File: config.mk
export PLATFORM = sky130hd
export DESIGN_NAME = digital_line_transmit_outputs
export DESIGN_NICKNAME = d
export VERILOG_FILES = /design/src/line_tx_pkg.sv /design/src/digital_line_transmit_outputs.sv
export VERILOG_INCLUDE_DIRS = /design/src
export SDC_FILE = /design/constraint.sdc
export NUM_CORES = 1
export LEC_CHECK = 0
export BUFFER_PORTS_ARGS = -buffer_cell sky130_fd_sc_hd__buf_2
export CAP_MARGIN = 25
export CORE_ASPECT_RATIO = 0.5
export CORE_MARGIN = 1.5
export CORE_UTILIZATION = 35
export CTS_BUF_LIST = sky130_fd_sc_hd__clkbuf_8
export CTS_CLUSTER_SIZE = 8
export DETAILED_ROUTE_END_ITERATION = 12
export PLACE_DENSITY = 0.61
export SYNTH_ARGS = -nofsm -noshare
export SYNTH_HDL_FRONTEND = slang
export SYNTH_SLANG_ARGS = --single-unit
File: constraint.sdc
create_clock -name clk -period 3.7 [get_ports clk]
set_clock_uncertainty 0.15 [all_clocks]
set_input_delay 1.11 -clock clk [delete_from_list [all_inputs] [get_ports clk]]
set_output_delay 1.11 -clock clk [all_outputs]
set_load 0.05 [all_outputs]
File: src/line_tx_regs.svh
// register offsets, field positions, reset values and widths of the line output stage
`ifndef LINE_TX_REGS_SVH
`define LINE_TX_REGS_SVH

// ==========================================================
// register byte offsets
`define LTX_CONFIG_OFFSET 12'h000
`define LTX_STATUS_OFFSET 12'h004
`define LTX_ADDR_WIDTH 12

// ==========================================================
// configuration field positions
`define LTX_DIGITAL_RAIL_SELECT_BIT 0
`define LTX_TX_CODE_SELECT_BIT 1
`define LTX_TX_LINE_TRISTATE_BIT 2
`define LTX_FULL_BAUD_SELECT_BIT 3
`define LTX_TX_OUTPUT_POLARITY_BIT 4
`define LTX_CMI_SELECT_BIT 5
`define LTX_CONFIG_WIDTH 6

// configuration reset value: analog lines, tristate set, half baud
`define LTX_CONFIG_RESET 6'h04

// ==========================================================
// status field positions
`define LTX_UNDERRUN_BIT 0
`define LTX_FIFO_EMPTY_BIT 1
`define LTX_FIFO_FULL_BIT 2
`define LTX_MODE_LSB 4
`define LTX_LEVEL_LSB 8

// ==========================================================
// buffer shape
`define LTX_FIFO_DEPTH 16
`define LTX_FIFO_LEVEL_WIDTH 5

`endif

File: src/line_tx_pkg.sv
// types shared by the line output stage
`default_nettype none
package line_tx_pkg;

	// ==========================================================
	// one line bit as queued for transmission
	typedef struct packed {
		logic frame_start; // first bit of a frame
		logic mark_pos; // positive rail pulse or optical data bit
		logic mark_neg; // negative rail pulse
	} symbol_s;

	// ==========================================================
	// output mode derived from configuration
	typedef enum logic [1:0] {
		mode_analog,
		mode_dual_rail,
		mode_optical
	} line_mode_e;

	// ==========================================================
	// decoded configuration bits
	typedef struct packed {
		logic cmi_select;
		logic tx_output_polarity;
		logic full_baud_select;
		logic tx_line_tristate;
		logic tx_code_select;
		logic digital_rail_select;
	} config_s;

endpackage

`default_nettype wire

File: src/digital_line_transmit_outputs.sv
// transmit line output stage with symbol fifo and apb configuration slave
`timescale 1ns/10ps
`default_nettype none
`include "line_tx_regs.svh"

// ==========================================================
// synchronous fifo, flip-flop storage addressed by index
module symbol_fifo #(
	parameter int WIDTH = 3,
	parameter int DEPTH = 16,
	parameter int LEVEL_WIDTH = 5
) (
	input wire logic clk,
	input wire logic resetn,
	input wire logic in_valid,
	output logic in_ready,
	input wire logic [WIDTH-1:0] in_data,
	output logic out_valid,
	input wire logic out_ready,
	output logic [WIDTH-1:0] out_data,
	output logic [LEVEL_WIDTH-1:0] level
);
	localparam int PTR_WIDTH = $clog2(DEPTH);
	logic [WIDTH-1:0] store [DEPTH]; // word storage
	logic [PTR_WIDTH-1:0] wr_ptr; // next slot to fill
	logic [PTR_WIDTH-1:0] rd_ptr; // next slot to drain
	logic push; // word accepted this cycle
	logic pop; // word delivered this cycle
	logic [LEVEL_WIDTH-1:0] next_level; // fill after this cycle

	assign out_valid = (level != '0);
	assign out_data = store[rd_ptr];
	assign push = in_valid & in_ready;
	assign pop = out_valid & out_ready;

	// fill after this cycle; simultaneous push and pop leaves it alone
	always_comb begin
		next_level = level;
		if (push && !pop) begin
			next_level = level + LEVEL_WIDTH'(1);
		end else if (pop && !push) begin
			next_level = level - LEVEL_WIDTH'(1);
		end
	end

	// storage write, no reset needed on data
	always_ff @(posedge clk) begin
		if (push) begin
			store[wr_ptr] <= in_data;
		end
	end

	// pointers and fill level
	always_ff @(posedge clk) begin
		if (!resetn) begin
			wr_ptr <= '0;
			rd_ptr <= '0;
			level <= '0;
			in_ready <= 1'b1; // empty after reset
		end else begin
			if (push) begin
				wr_ptr <= wr_ptr + PTR_WIDTH'(1);
			end
			if (pop) begin
				rd_ptr <= rd_ptr + PTR_WIDTH'(1);
			end
			level <= next_level;
			// registered from the next fill so ready comes straight from a flop
			in_ready <= (next_level != LEVEL_WIDTH'(DEPTH));
		end
	end
endmodule // symbol_fifo

// ==========================================================
// top: line output stage
module digital_line_transmit_outputs (
	input wire logic clk,
	input wire logic resetn,
	// apb slave
	input wire logic psel,
	input wire logic penable,
	input wire logic pwrite,
	input wire logic [`LTX_ADDR_WIDTH-1:0] paddr,
	input wire logic [31:0] pwdata,
	output logic [31:0] prdata,
	output logic pready,
	output logic pslverr,
	// symbol stream from the framer
	input wire logic sym_valid,
	output logic sym_ready,
	input wire line_tx_pkg::symbol_s sym_data,
	// line clock pin from the driver side
	input wire logic tx_line_clock,
	// line pins, each with its output enable
	output logic tx_rail_positive,
	output logic tx_rail_positive_oe,
	output logic tx_rail_negative,
	output logic tx_rail_negative_oe,
	output logic tx_optical_data,
	output logic tx_optical_data_oe,
	output logic tx_frame_marker,
	output logic tx_frame_marker_oe,
	output logic analog_tx_line_oe
);
	// ==========================================================
	// declarations
	line_tx_pkg::config_s cfg; // software configuration
	line_tx_pkg::line_mode_e mode; // decoded output mode
	line_tx_pkg::symbol_s head; // symbol at fifo head
	line_tx_pkg::symbol_s cur; // symbol being sent
	logic head_valid; // fifo holds a symbol
	logic pop; // take head on a rising line clock
	logic [`LTX_FIFO_LEVEL_WIDTH-1:0] level; // fifo fill
	logic clk_meta; // first synchroniser stage
	logic clk_sync; // second synchroniser stage
	logic clk_prev; // delayed copy for edge detect
	logic line_rise; // rising edge of line clock
	logic line_fall; // falling edge of line clock
	logic underrun; // sticky: line clock found fifo empty
	logic digital_drive; // digital pins may leave tristate
	logic pulse_pos; // positive rail pulse, active high inside
	logic pulse_neg; // negative rail pulse, active high inside
	logic opt_level; // optical line level before polarity
	logic cmi_level; // running cmi level for ones
	logic marker; // frame marker before gating
	logic apb_access; // access phase not yet answered
	logic addr_ok; // address maps a register
	logic [31:0] read_word; // read mux

	// ==========================================================
	// mode decode
	always_comb begin
		if (!cfg.digital_rail_select) begin
			mode = line_tx_pkg::mode_analog;
		end else if (cfg.tx_code_select) begin
			mode = line_tx_pkg::mode_dual_rail;
		end else begin
			mode = line_tx_pkg::mode_optical;
		end
	end

	// digital pins leave tristate only when selected and not forced off
	assign digital_drive = cfg.digital_rail_select & ~cfg.tx_line_tristate;

	// ==========================================================
	// line clock synchroniser; the pin is asynchronous to clk
	always_ff @(posedge clk) begin
		if (!resetn) begin
			clk_meta <= 1'b0;
			clk_sync <= 1'b0;
			clk_prev <= 1'b0;
		end else begin
			clk_meta <= tx_line_clock;
			clk_sync <= clk_meta;
			clk_prev <= clk_sync;
		end
	end

	// edges seen two to three cycles late; fine at 2 MHz against 125 MHz
	assign line_rise = clk_sync & ~clk_prev;
	assign line_fall = ~clk_sync & clk_prev;

	// ==========================================================
	// symbol buffer
	symbol_fifo #(
		.WIDTH($bits(line_tx_pkg::symbol_s)),
		.DEPTH(`LTX_FIFO_DEPTH),
		.LEVEL_WIDTH(`LTX_FIFO_LEVEL_WIDTH)
	) u_symbol_fifo (
		.clk(clk),
		.resetn(resetn),
		.in_valid(sym_valid),
		.in_ready(sym_ready),
		.in_data(sym_data),
		.out_valid(head_valid),
		.out_ready(pop),
		.out_data(head),
		.level(level)
	);

	// drain only while a digital mode is live, so the fifo backs up otherwise
	assign pop = line_rise & digital_drive & (mode != line_tx_pkg::mode_analog);

	// ==========================================================
	// current symbol, taken on each rising line clock edge while a digital mode is live
	always_ff @(posedge clk) begin
		if (!resetn) begin
			cur <= '0;
		end else if (pop) begin
			// empty fifo sends a space rather than stale data
			cur <= head_valid ? head : '0;
		end
	end

	// ==========================================================
	// rail pulses: half baud ends at falling edge, full baud holds the bit
	always_ff @(posedge clk) begin
		if (!resetn) begin
			pulse_pos <= 1'b0;
			pulse_neg <= 1'b0;
		end else if (pop) begin
			pulse_pos <= head_valid & head.mark_pos;
			pulse_neg <= head_valid & head.mark_neg;
		end else if (line_fall && !cfg.full_baud_select) begin
			pulse_pos <= 1'b0;
			pulse_neg <= 1'b0;
		end
	end

	// ==========================================================
	// optical level: nrz holds the bit, cmi sets the level at each rise and moves at the fall only for a zero
	always_ff @(posedge clk) begin
		if (!resetn) begin
			opt_level <= 1'b0;
			cmi_level <= 1'b0;
		end else if (pop) begin
			if (!cfg.cmi_select) begin
				opt_level <= head_valid & head.mark_pos;
			end else if (head_valid && head.mark_pos) begin
				// a one takes the opposite of the previous one
				opt_level <= ~cmi_level;
				cmi_level <= ~cmi_level;
			end else begin
				// a zero is low for the first half
				opt_level <= 1'b0;
			end
		end else if (line_fall && cfg.cmi_select && !cur.mark_pos) begin
			// zero goes high for its second half
			opt_level <= 1'b1;
		end
	end

	// ==========================================================
	// frame marker, aligned with the launched data bit
	always_ff @(posedge clk) begin
		if (!resetn) begin
			marker <= 1'b0;
		end else if (pop) begin
			// only meaningful in single rail optical mode
			marker <= head_valid & head.frame_start
				& (mode == line_tx_pkg::mode_optical);
		end
	end

	// ==========================================================
	// registered pin levels, polarity applied to the rails and optical data but not the marker
	always_ff @(posedge clk) begin
		if (!resetn) begin
			tx_rail_positive <= 1'b1;
			tx_rail_negative <= 1'b1;
			tx_optical_data <= 1'b0;
			tx_frame_marker <= 1'b0;
		end else begin
			// polarity clear gives active low rails
			tx_rail_positive <= cfg.tx_output_polarity ? pulse_pos : ~pulse_pos;
			tx_rail_negative <= cfg.tx_output_polarity ? pulse_neg : ~pulse_neg;
			// same bit clear gives active high optical data
			tx_optical_data <= cfg.tx_output_polarity ? ~opt_level : opt_level;
			tx_frame_marker <= marker;
		end
	end

	// ==========================================================
	// output enables; all pins float from reset until configured
	always_ff @(posedge clk) begin
		if (!resetn) begin
			tx_rail_positive_oe <= 1'b0;
			tx_rail_negative_oe <= 1'b0;
			tx_optical_data_oe <= 1'b0;
			tx_frame_marker_oe <= 1'b0;
			analog_tx_line_oe <= 1'b0;
		end else begin
			// positive pin is shared: rail in dual mode, optical data otherwise
			tx_rail_positive_oe <= digital_drive & cfg.tx_code_select;
			tx_optical_data_oe <= digital_drive & ~cfg.tx_code_select;
			tx_rail_negative_oe <= digital_drive;
			tx_frame_marker_oe <= digital_drive;
			analog_tx_line_oe <= ~cfg.digital_rail_select & cfg.tx_code_select
				& ~cfg.tx_line_tristate;
		end
	end

	// ==========================================================
	// apb slave: one wait state, answer registered
	assign apb_access = psel & penable & ~pready;
	assign addr_ok = (paddr == `LTX_CONFIG_OFFSET) || (paddr == `LTX_STATUS_OFFSET);

	// read mux
	always_comb begin
		read_word = 32'h0000_0000;
		if (paddr == `LTX_CONFIG_OFFSET) begin
			read_word[`LTX_CONFIG_WIDTH-1:0] = cfg;
		end else if (paddr == `LTX_STATUS_OFFSET) begin
			read_word[`LTX_UNDERRUN_BIT] = underrun;
			read_word[`LTX_FIFO_EMPTY_BIT] = ~head_valid;
			read_word[`LTX_FIFO_FULL_BIT] = ~sym_ready;
			read_word[`LTX_MODE_LSB +: 2] = mode;
			read_word[`LTX_LEVEL_LSB +: `LTX_FIFO_LEVEL_WIDTH] = level;
		end
	end

	// bus answer
	always_ff @(posedge clk) begin
		if (!resetn) begin
			pready <= 1'b0;
			pslverr <= 1'b0;
			prdata <= 32'h0000_0000;
		end else begin
			pready <= apb_access;
			pslverr <= apb_access & ~addr_ok;
			// unmapped and write answers read back zero
			prdata <= (apb_access && !pwrite) ? read_word : 32'h0000_0000;
		end
	end

	// configuration register write
	always_ff @(posedge clk) begin
		if (!resetn) begin
			cfg <= `LTX_CONFIG_RESET;
		end else if (apb_access && pwrite && paddr == `LTX_CONFIG_OFFSET) begin
			// changes land mid bit; software should reconfigure while tristated
			cfg <= pwdata[`LTX_CONFIG_WIDTH-1:0];
		end
	end

	// underrun sticky, write one to clear; a new event beats the clear
	always_ff @(posedge clk) begin
		if (!resetn) begin
			underrun <= 1'b0;
		end else if (pop && !head_valid) begin
			underrun <= 1'b1;
		end else if (apb_access && pwrite && paddr == `LTX_STATUS_OFFSET
			&& pwdata[`LTX_UNDERRUN_BIT]) begin
			underrun <= 1'b0;
		end
	end
endmodule // digital_line_transmit_outputs

`default_nettype wire

==> impl_results.md, run 1 <==
- Commonest non-fill, non-tap cell in the layout: dfxtp_1
- Setup Total Neg Slack: 0 ns
- Syn Inst Count: 337
- Final Hold Viols: 0
- Initial antenna violation count: 0
- Die area: 13100 um2
- I/O Buffers: 50
- Height of the die: 81.6 um
- Worst setup path startpoint: paddr[7]
- Via/cell ratio: 4.63
- Worst hold start: clk_meta
- Pwr dens: 426 nW/um2
- Post-synth EDFFs: 48
- Starting Density: 36.3%
- Min-delay worst type: flip-flop to flip-flop
- Tcrit/Tclk final: 70.8%
- Vias: 2581
- Detailed Route WL: 7.56 mm
- Peak VDD IR: 0.000152 V
- 1st-iter DRT viols: 136
- Inst Count DP: 541
- Post-synthesis sequential area ratio: 58.9%
- Postcts setup bufs: 0
- GR peak layer: met2
- Worst slew pin tran: 0.585 ns
- Site Rows: 28
- Min Tclk post-route: 2.62 ns
- Nets: 448
- FMAX: 0.382 GHz
- Wire length per cell: 13.6 um
- CP Launch Type: primary input
- CTS H-tree lvls: 3
- Inserted Diodes: 0
- Post-route DRC: 0
- Synthesized area: 4320 um2
- Clock sinks: 103
- Share of cells above drive strength 1: 20.4%
- Cts repair resizes: 0
- Worst Slack Setup Final: 1.08 ns
- Util after Layout: 40.5%
- Synth cell types: 51
- Clock transition at path regs: 0.09 ns
- DIE WIDTH: 160 um
- Max-slew violations: 0
- IO Pins: 98
- Main flop type after synthesis: dfxtp_1
- Buffers from clock root to sink, at most: 2
- Syn. warnings: 0
- Grt total ovfl: 0
- Worst-Skew Late Latency: 0.35 ns
- Global Route met1 Usage: 16.2%
- Met3 Usage GRT: 4.14%
- RSZ-0062 raised after global routing: no
- Syn Area/Cell: 12.8 um2
- Tot GR Track Use: 12.4%
- CP Capture Type: flip-flop
- Final GP Congestion: 0.716
- Data arrival time of the worst path: 2.76 ns
- First-pass GRT wire length: 12.3 mm
- Final Setup Violations: 0
- DP Wirelength: 5.46 mm
- Core area: 11900 um2
- Worst r2r src: u_symbol_fifo.level[0]
- Largest net degree at the start of global routing: 39
- CP required: 3.84 ns
- Pre-CTS setup slack: 0.704 ns
- Antenna-violating nets left: 0
- Max-slew headroom: 60.7%
- Max cap viols: 0
- Async S/R FF share, synth: 0%
- Layout area overhead: 11.8%
- Type of the worst setup path: primary input to flip-flop
- CTS tree: done
- Met2 GRT Util: 19.8%
- Clock root buffer: clkbuf_8
- Crit Path Max Fanout: 6
- DR pass1 iterations: 4
- CTS Hold Buffers Added: 0
- Via count of the first global-routing pass: 2426
- TritonCTS Buffers: 9
- Commonest cells after routing, fill and taps aside: dfxtp_1 (55), buf_2 (50), edfxtp_1 (48)
- Pleak: 1.80 nW
- Yosys reg bits: 103
- Cell Count, Final, Fillers Out: 557
- Status: complete, no violations
==> area by class of cell <==
class	count	area, um2
Fill cell	1156	7080
Sequential cell	103	2540
Multi-Input combinational cell	213	1580
Timing Repair Buffer	52	265
Tap cell	165	206
Clock buffer	11	151
Clock inverter	5	50.0
Inverter	8	30.0
==> power breakdown <==
group,total (mW),internal (mW),switching [mW]
sequential,1.21,1.20,0.0101
clock,0.696,0.344,0.352
combinational,0.149,0.0435,0.106
==> metal layers <==
metal  vias up  wire length [um]
li1       1263                 -
met1      1236              3790
met2        77              3270
met3         5               438
met4         0                63
met5         -                 0
==> path summary, 6_finish.rpt <==
check | end | depth (start not counted) | slack (ns)
worst max-delay path | prdata[4] | 5 | 1.08
worst min-delay path | clk_sync | 1 | 0.30
worst max register to register | u_symbol_fifo.in_ready | 7 | 1.38
worst min register to register | clk_sync | 1 | 0.30
==> cell families after synthesis <==
group | share of synthesized area (%)
and+or+nand+nor | 16.7
DFF | 58.9
AOI/OAI and AO/OA | 3.85
adders and majority gates | 2.03
other | 0.0868
muxes | 9.79
buffers and inverters | 6.23
xor gates and xnor gates | 2.43
==> cells in the mapped netlist (all sizes together), types with 2 or more instances <==
master,count,area [um2]
dfxtp,55,1100
nand2b,4,25.0
a21o,2,15.0
nor3b,2,15.0
inv,8,30.0
buf,25,199
and3,2,12.5
xor2,5,43.8
clkbuf,8,40.0
a21boi,2,15.0
nand4,5,31.3
a21oi,5,25.0
edfxtp,48,1440
a32o,2,20.0
nor2b,12,75.1
nor3,10,50.1
mux4,13,323
a22o,3,26.3
nor2,24,95.1
o21ai,4,20.0
nand2,28,105
ha,7,87.6
mux2i,10,100
nand3,7,40.0
a211oi,2,15.0
xnor2,7,61.3
nor4,3,33.8
and2,18,113
==> sequential cells by signal (all words and copies together) (netlist names), 4 cells and up, named ones only <==
name / cells
u_symbol_fifo.store: 48
u_symbol_fifo.wr_ptr: 4
u_symbol_fifo.level: 5
prdata: 11
u_symbol_fifo.rd_ptr: 4
cfg: 6
==> metrics by stage <==
stage	hold WS (ns)	area (um2)	power [mW]
after floorplan	0.262	4390	1.37
after global placement	0.275	4630	1.39
after global routing	0.333	4830	2.15
final	0.298	4830	2.06
after CTS	0.303	4830	2.08
after detailed placement	0.280	4630	1.39
==> critical path: stages <==
cell,delay (ns)
buf_2,0.09
or3_1,0.46
or4_4,0.58
nor2_1,0.33
a32o_1,0.19
Note: power is estimated with default switching activity, not from simulation.
==> run 2, diff against run 1 <==
Clock period 3.7 ns to 2.7 ns, I/O delays scaled along.
==> run 2 against run 1 <==
Against the previous run:
- utilization is essentially flat
- count of clock-buffer cells in the layout shrank 2
- non-clock buffer count grew 6
- combinational power grew 38%
- critical path type is now flip-flop to flip-flop
- sequential share of layout area is essentially flat
- largest cell class unchanged
- power grew 30%
- global-route usage grew 0.51 points
- register-to-register slack lost 0.99 ns
- flip-flop and latch count is the same
- sequential power grew 37%
==> impl_results.md, run 2 (same netlist as run 1, synthesis figures left out) <==
- Util after Layout: 40.5% (about the same)
- Buffers from clock root to sink, at most: 2 (unchanged)
- Max cap viols: 0 (unchanged)
- Peak VDD IR: 0.000230 V (+51%)
- Wire length per cell: 13.8 um (+1.4%)
- Grt total ovfl: 0 (unchanged)
- CP Launch Type: flip-flop
- Max-slew headroom: 64.8% (+4.0 points)
- Switching part of the total: 24.2% (+1.5 points)
- RSZ-0062 raised after global routing: no
- Placed Area: 4670 um2 (+0.97%)
- Nets: 454 (+1.3%)
- Top Registers: u_symbol_fifo.store: 48 flops, prdata: 11 flops, cfg: 6 flops
- Antenna-violating nets left: 0 (unchanged)
- Crit Path Max Fanout: 7 (+1)
- P_int: 2.03 mW (+27%)
- Flop pwr share: 62.1% (+3.2 points)
- Postcts setup bufs: 0 (unchanged)
- Final GP Congestion: 0.723 (+1.0%)
- Min-delay worst type: flip-flop to flip-flop
- Tot GR Track Use: 12.9% (+0.51 points)
- TritonCTS Buffers: 9 (unchanged)
- Largest net degree at the start of global routing: 39 (unchanged)
- 1st-iter DRT viols: 125 (-8.1%)
- Comb pwr share: 7.7% (+0.4 points)
- Inserted Diodes: 0 (unchanged)
- Commonest non-fill, non-tap cell in the layout: dfxtp_1
- FMAX: 0.434 GHz
- Detailed Route WL: 7.73 mm (+2.3%)
- Clk network pwr share: 30.2% (-3.6 points)
- Data arrival time of the worst path: 2.40 ns (-0.36 ns)
- DP Wirelength: 5.66 mm (+3.6%)
- Starting Density: 36.3% (unchanged)
- Height of the die: 81.6 um (unchanged)
- Share of cells above drive strength 1: 21.4% (+1.0 points)
- Die area: 13100 um2 (unchanged)
- Via count of the first global-routing pass: 2447 (+0.87%)
- Number of flip-flops in the largest register: 48 (unchanged)
- CTS H-tree lvls: 3 (unchanged)
- Pleak: 1.81 nW (+0.11%)
- Min Tclk post-route: 2.31 ns
- Site Rows: 28 (unchanged)
- Vias: 2576 (-0.19%)
- IO Pins: 98 (unchanged)
- Final Hold Viols: 0 (unchanged)
- Core area: 11900 um2 (unchanged)
- CP required: 2.79 ns (-1.05 ns)
- CP Capture Type: flip-flop
- Type of the worst setup path: flip-flop to flip-flop
- Max-slew violations: 0 (unchanged)
- Cts repair resizes: 0 (unchanged)
- Layout area overhead: 11.7% (about the same)
- Setup Total Neg Slack: 0 ns (unchanged)
- Clock root buffer: clkbuf_8
- Clock transition at path regs: 0.09 ns (about the same)
- Worst-Skew Late Latency: 0.36 ns (about the same)
- Cell Count, Final, Fillers Out: 562 (+0.90%)
- CTS Hold Buffers Added: 0 (unchanged)
- I/O Buffers: 50 (unchanged)
- First-pass GRT wire length: 12.7 mm (+3.1%)
- CTS tree: done
- Worst slew pin tran: 0.527 ns (-0.0575 ns)
- Total power: 2.68 mW (+30%)
- Via/cell ratio: 4.58 (-1.1%)
- Post-route DRC: 0 (unchanged)
- Tcrit/Tclk final: 85.4%
- Net load switching power: 0.648 mW (+39%)
- Initial antenna violation count: 0 (unchanged)
- Final Setup Violations: 0 (unchanged)
- Final Instance Area: 4830 um2 (about the same)
- DR pass1 iterations: 4 (unchanged)
- Pwr dens: 554 nW/um2 (+30%)
- Clock sinks: 103 (unchanged)
- Reg with most FFs: u_symbol_fifo.store
- Status: complete, no violations
- Inst Count DP: 547 (+1.1%)
- Commonest cells after routing, fill and taps aside: dfxtp_1 (55), buf_2 (50), edfxtp_1 (48)
- DIE WIDTH: 160 um (unchanged)
[run 2: cell count changes in the layout (fill, tap and decap cells not counted), sizes merged]
cell      before  now
inv           10    9
buf           52   58
bufinv         1    0
clkinvlp       1    2
clkinv         1    3
clkbuf        11    9
[run 2: final timing paths]
kind,from,endpoint,slack [ns],cells after the start
worst min-delay path,clk_meta,clk_sync,0.30,1
worst max-delay path,u_symbol_fifo.level[0],u_symbol_fifo.in_ready,0.39,7
worst min register to register,clk_meta,clk_sync,0.30,1
worst max register to register,u_symbol_fifo.level[0],u_symbol_fifo.in_ready,0.39,7
[run 2: power groups by stage]
stage / sequential (mW) / combinational (mW) / clock [mW]
2_1_floorplan: 1.70 / 0.174 / 0
3_3_place_gp: 1.70 / 0.203 / 0
3_5_place_dp: 1.70 / 0.206 / 0
4_1_cts: 1.66 / 0.207 / 0.829
5_1_grt: 1.67 / 0.225 / 0.896
6_report: 1.66 / 0.206 / 0.807
[run 2: area by class of cell]
| cell class | count | area [um2] |
|---|---|---|
| Tap cell | 165 | 206 |
| Sequential cell | 103 | 2540 |
| Clock inverter | 6 | 30.0 |
| Inverter | 8 | 30.0 |
| Timing Repair Buffer | 58 | 310 |
| Clock buffer | 9 | 124 |
| Fill cell | 1168 | 7090 |
| Multi-Input combinational cell | 213 | 1580 |
[run 2: through the flow]
stage / hold WS [ns] / setup WS, ns
final: 0.298 / 0.395
after global routing: 0.318 / 0.183
after CTS: 0.305 / 0.386
after detailed placement: 0.283 / 0.143
after global placement: 0.273 / 0.123
after floorplan: 0.262 / 0.281
[run 2: layer usage]
layer | vias up | global-route usage (%) | share of wire [%]
met5 | - | 0 | 0
met4 | 0 | 4.77 | 1.4
met3 | 11 | 4.44 | 6.0
met2 | 76 | 20.4 | 43
met1 | 1212 | 16.5 | 49
li1 | 1277 | - | -
[run 2: worst max-delay path, cell delays in order, from the launching register on]
cell	delay, ns
dfxtp_1	0.38
inv_1	0.11
ha_1	0.22
nor4b_2	0.48
o21ai_1	0.27
o21ai_0	0.29
xnor2_1	0.18
nand4b_1	0.12
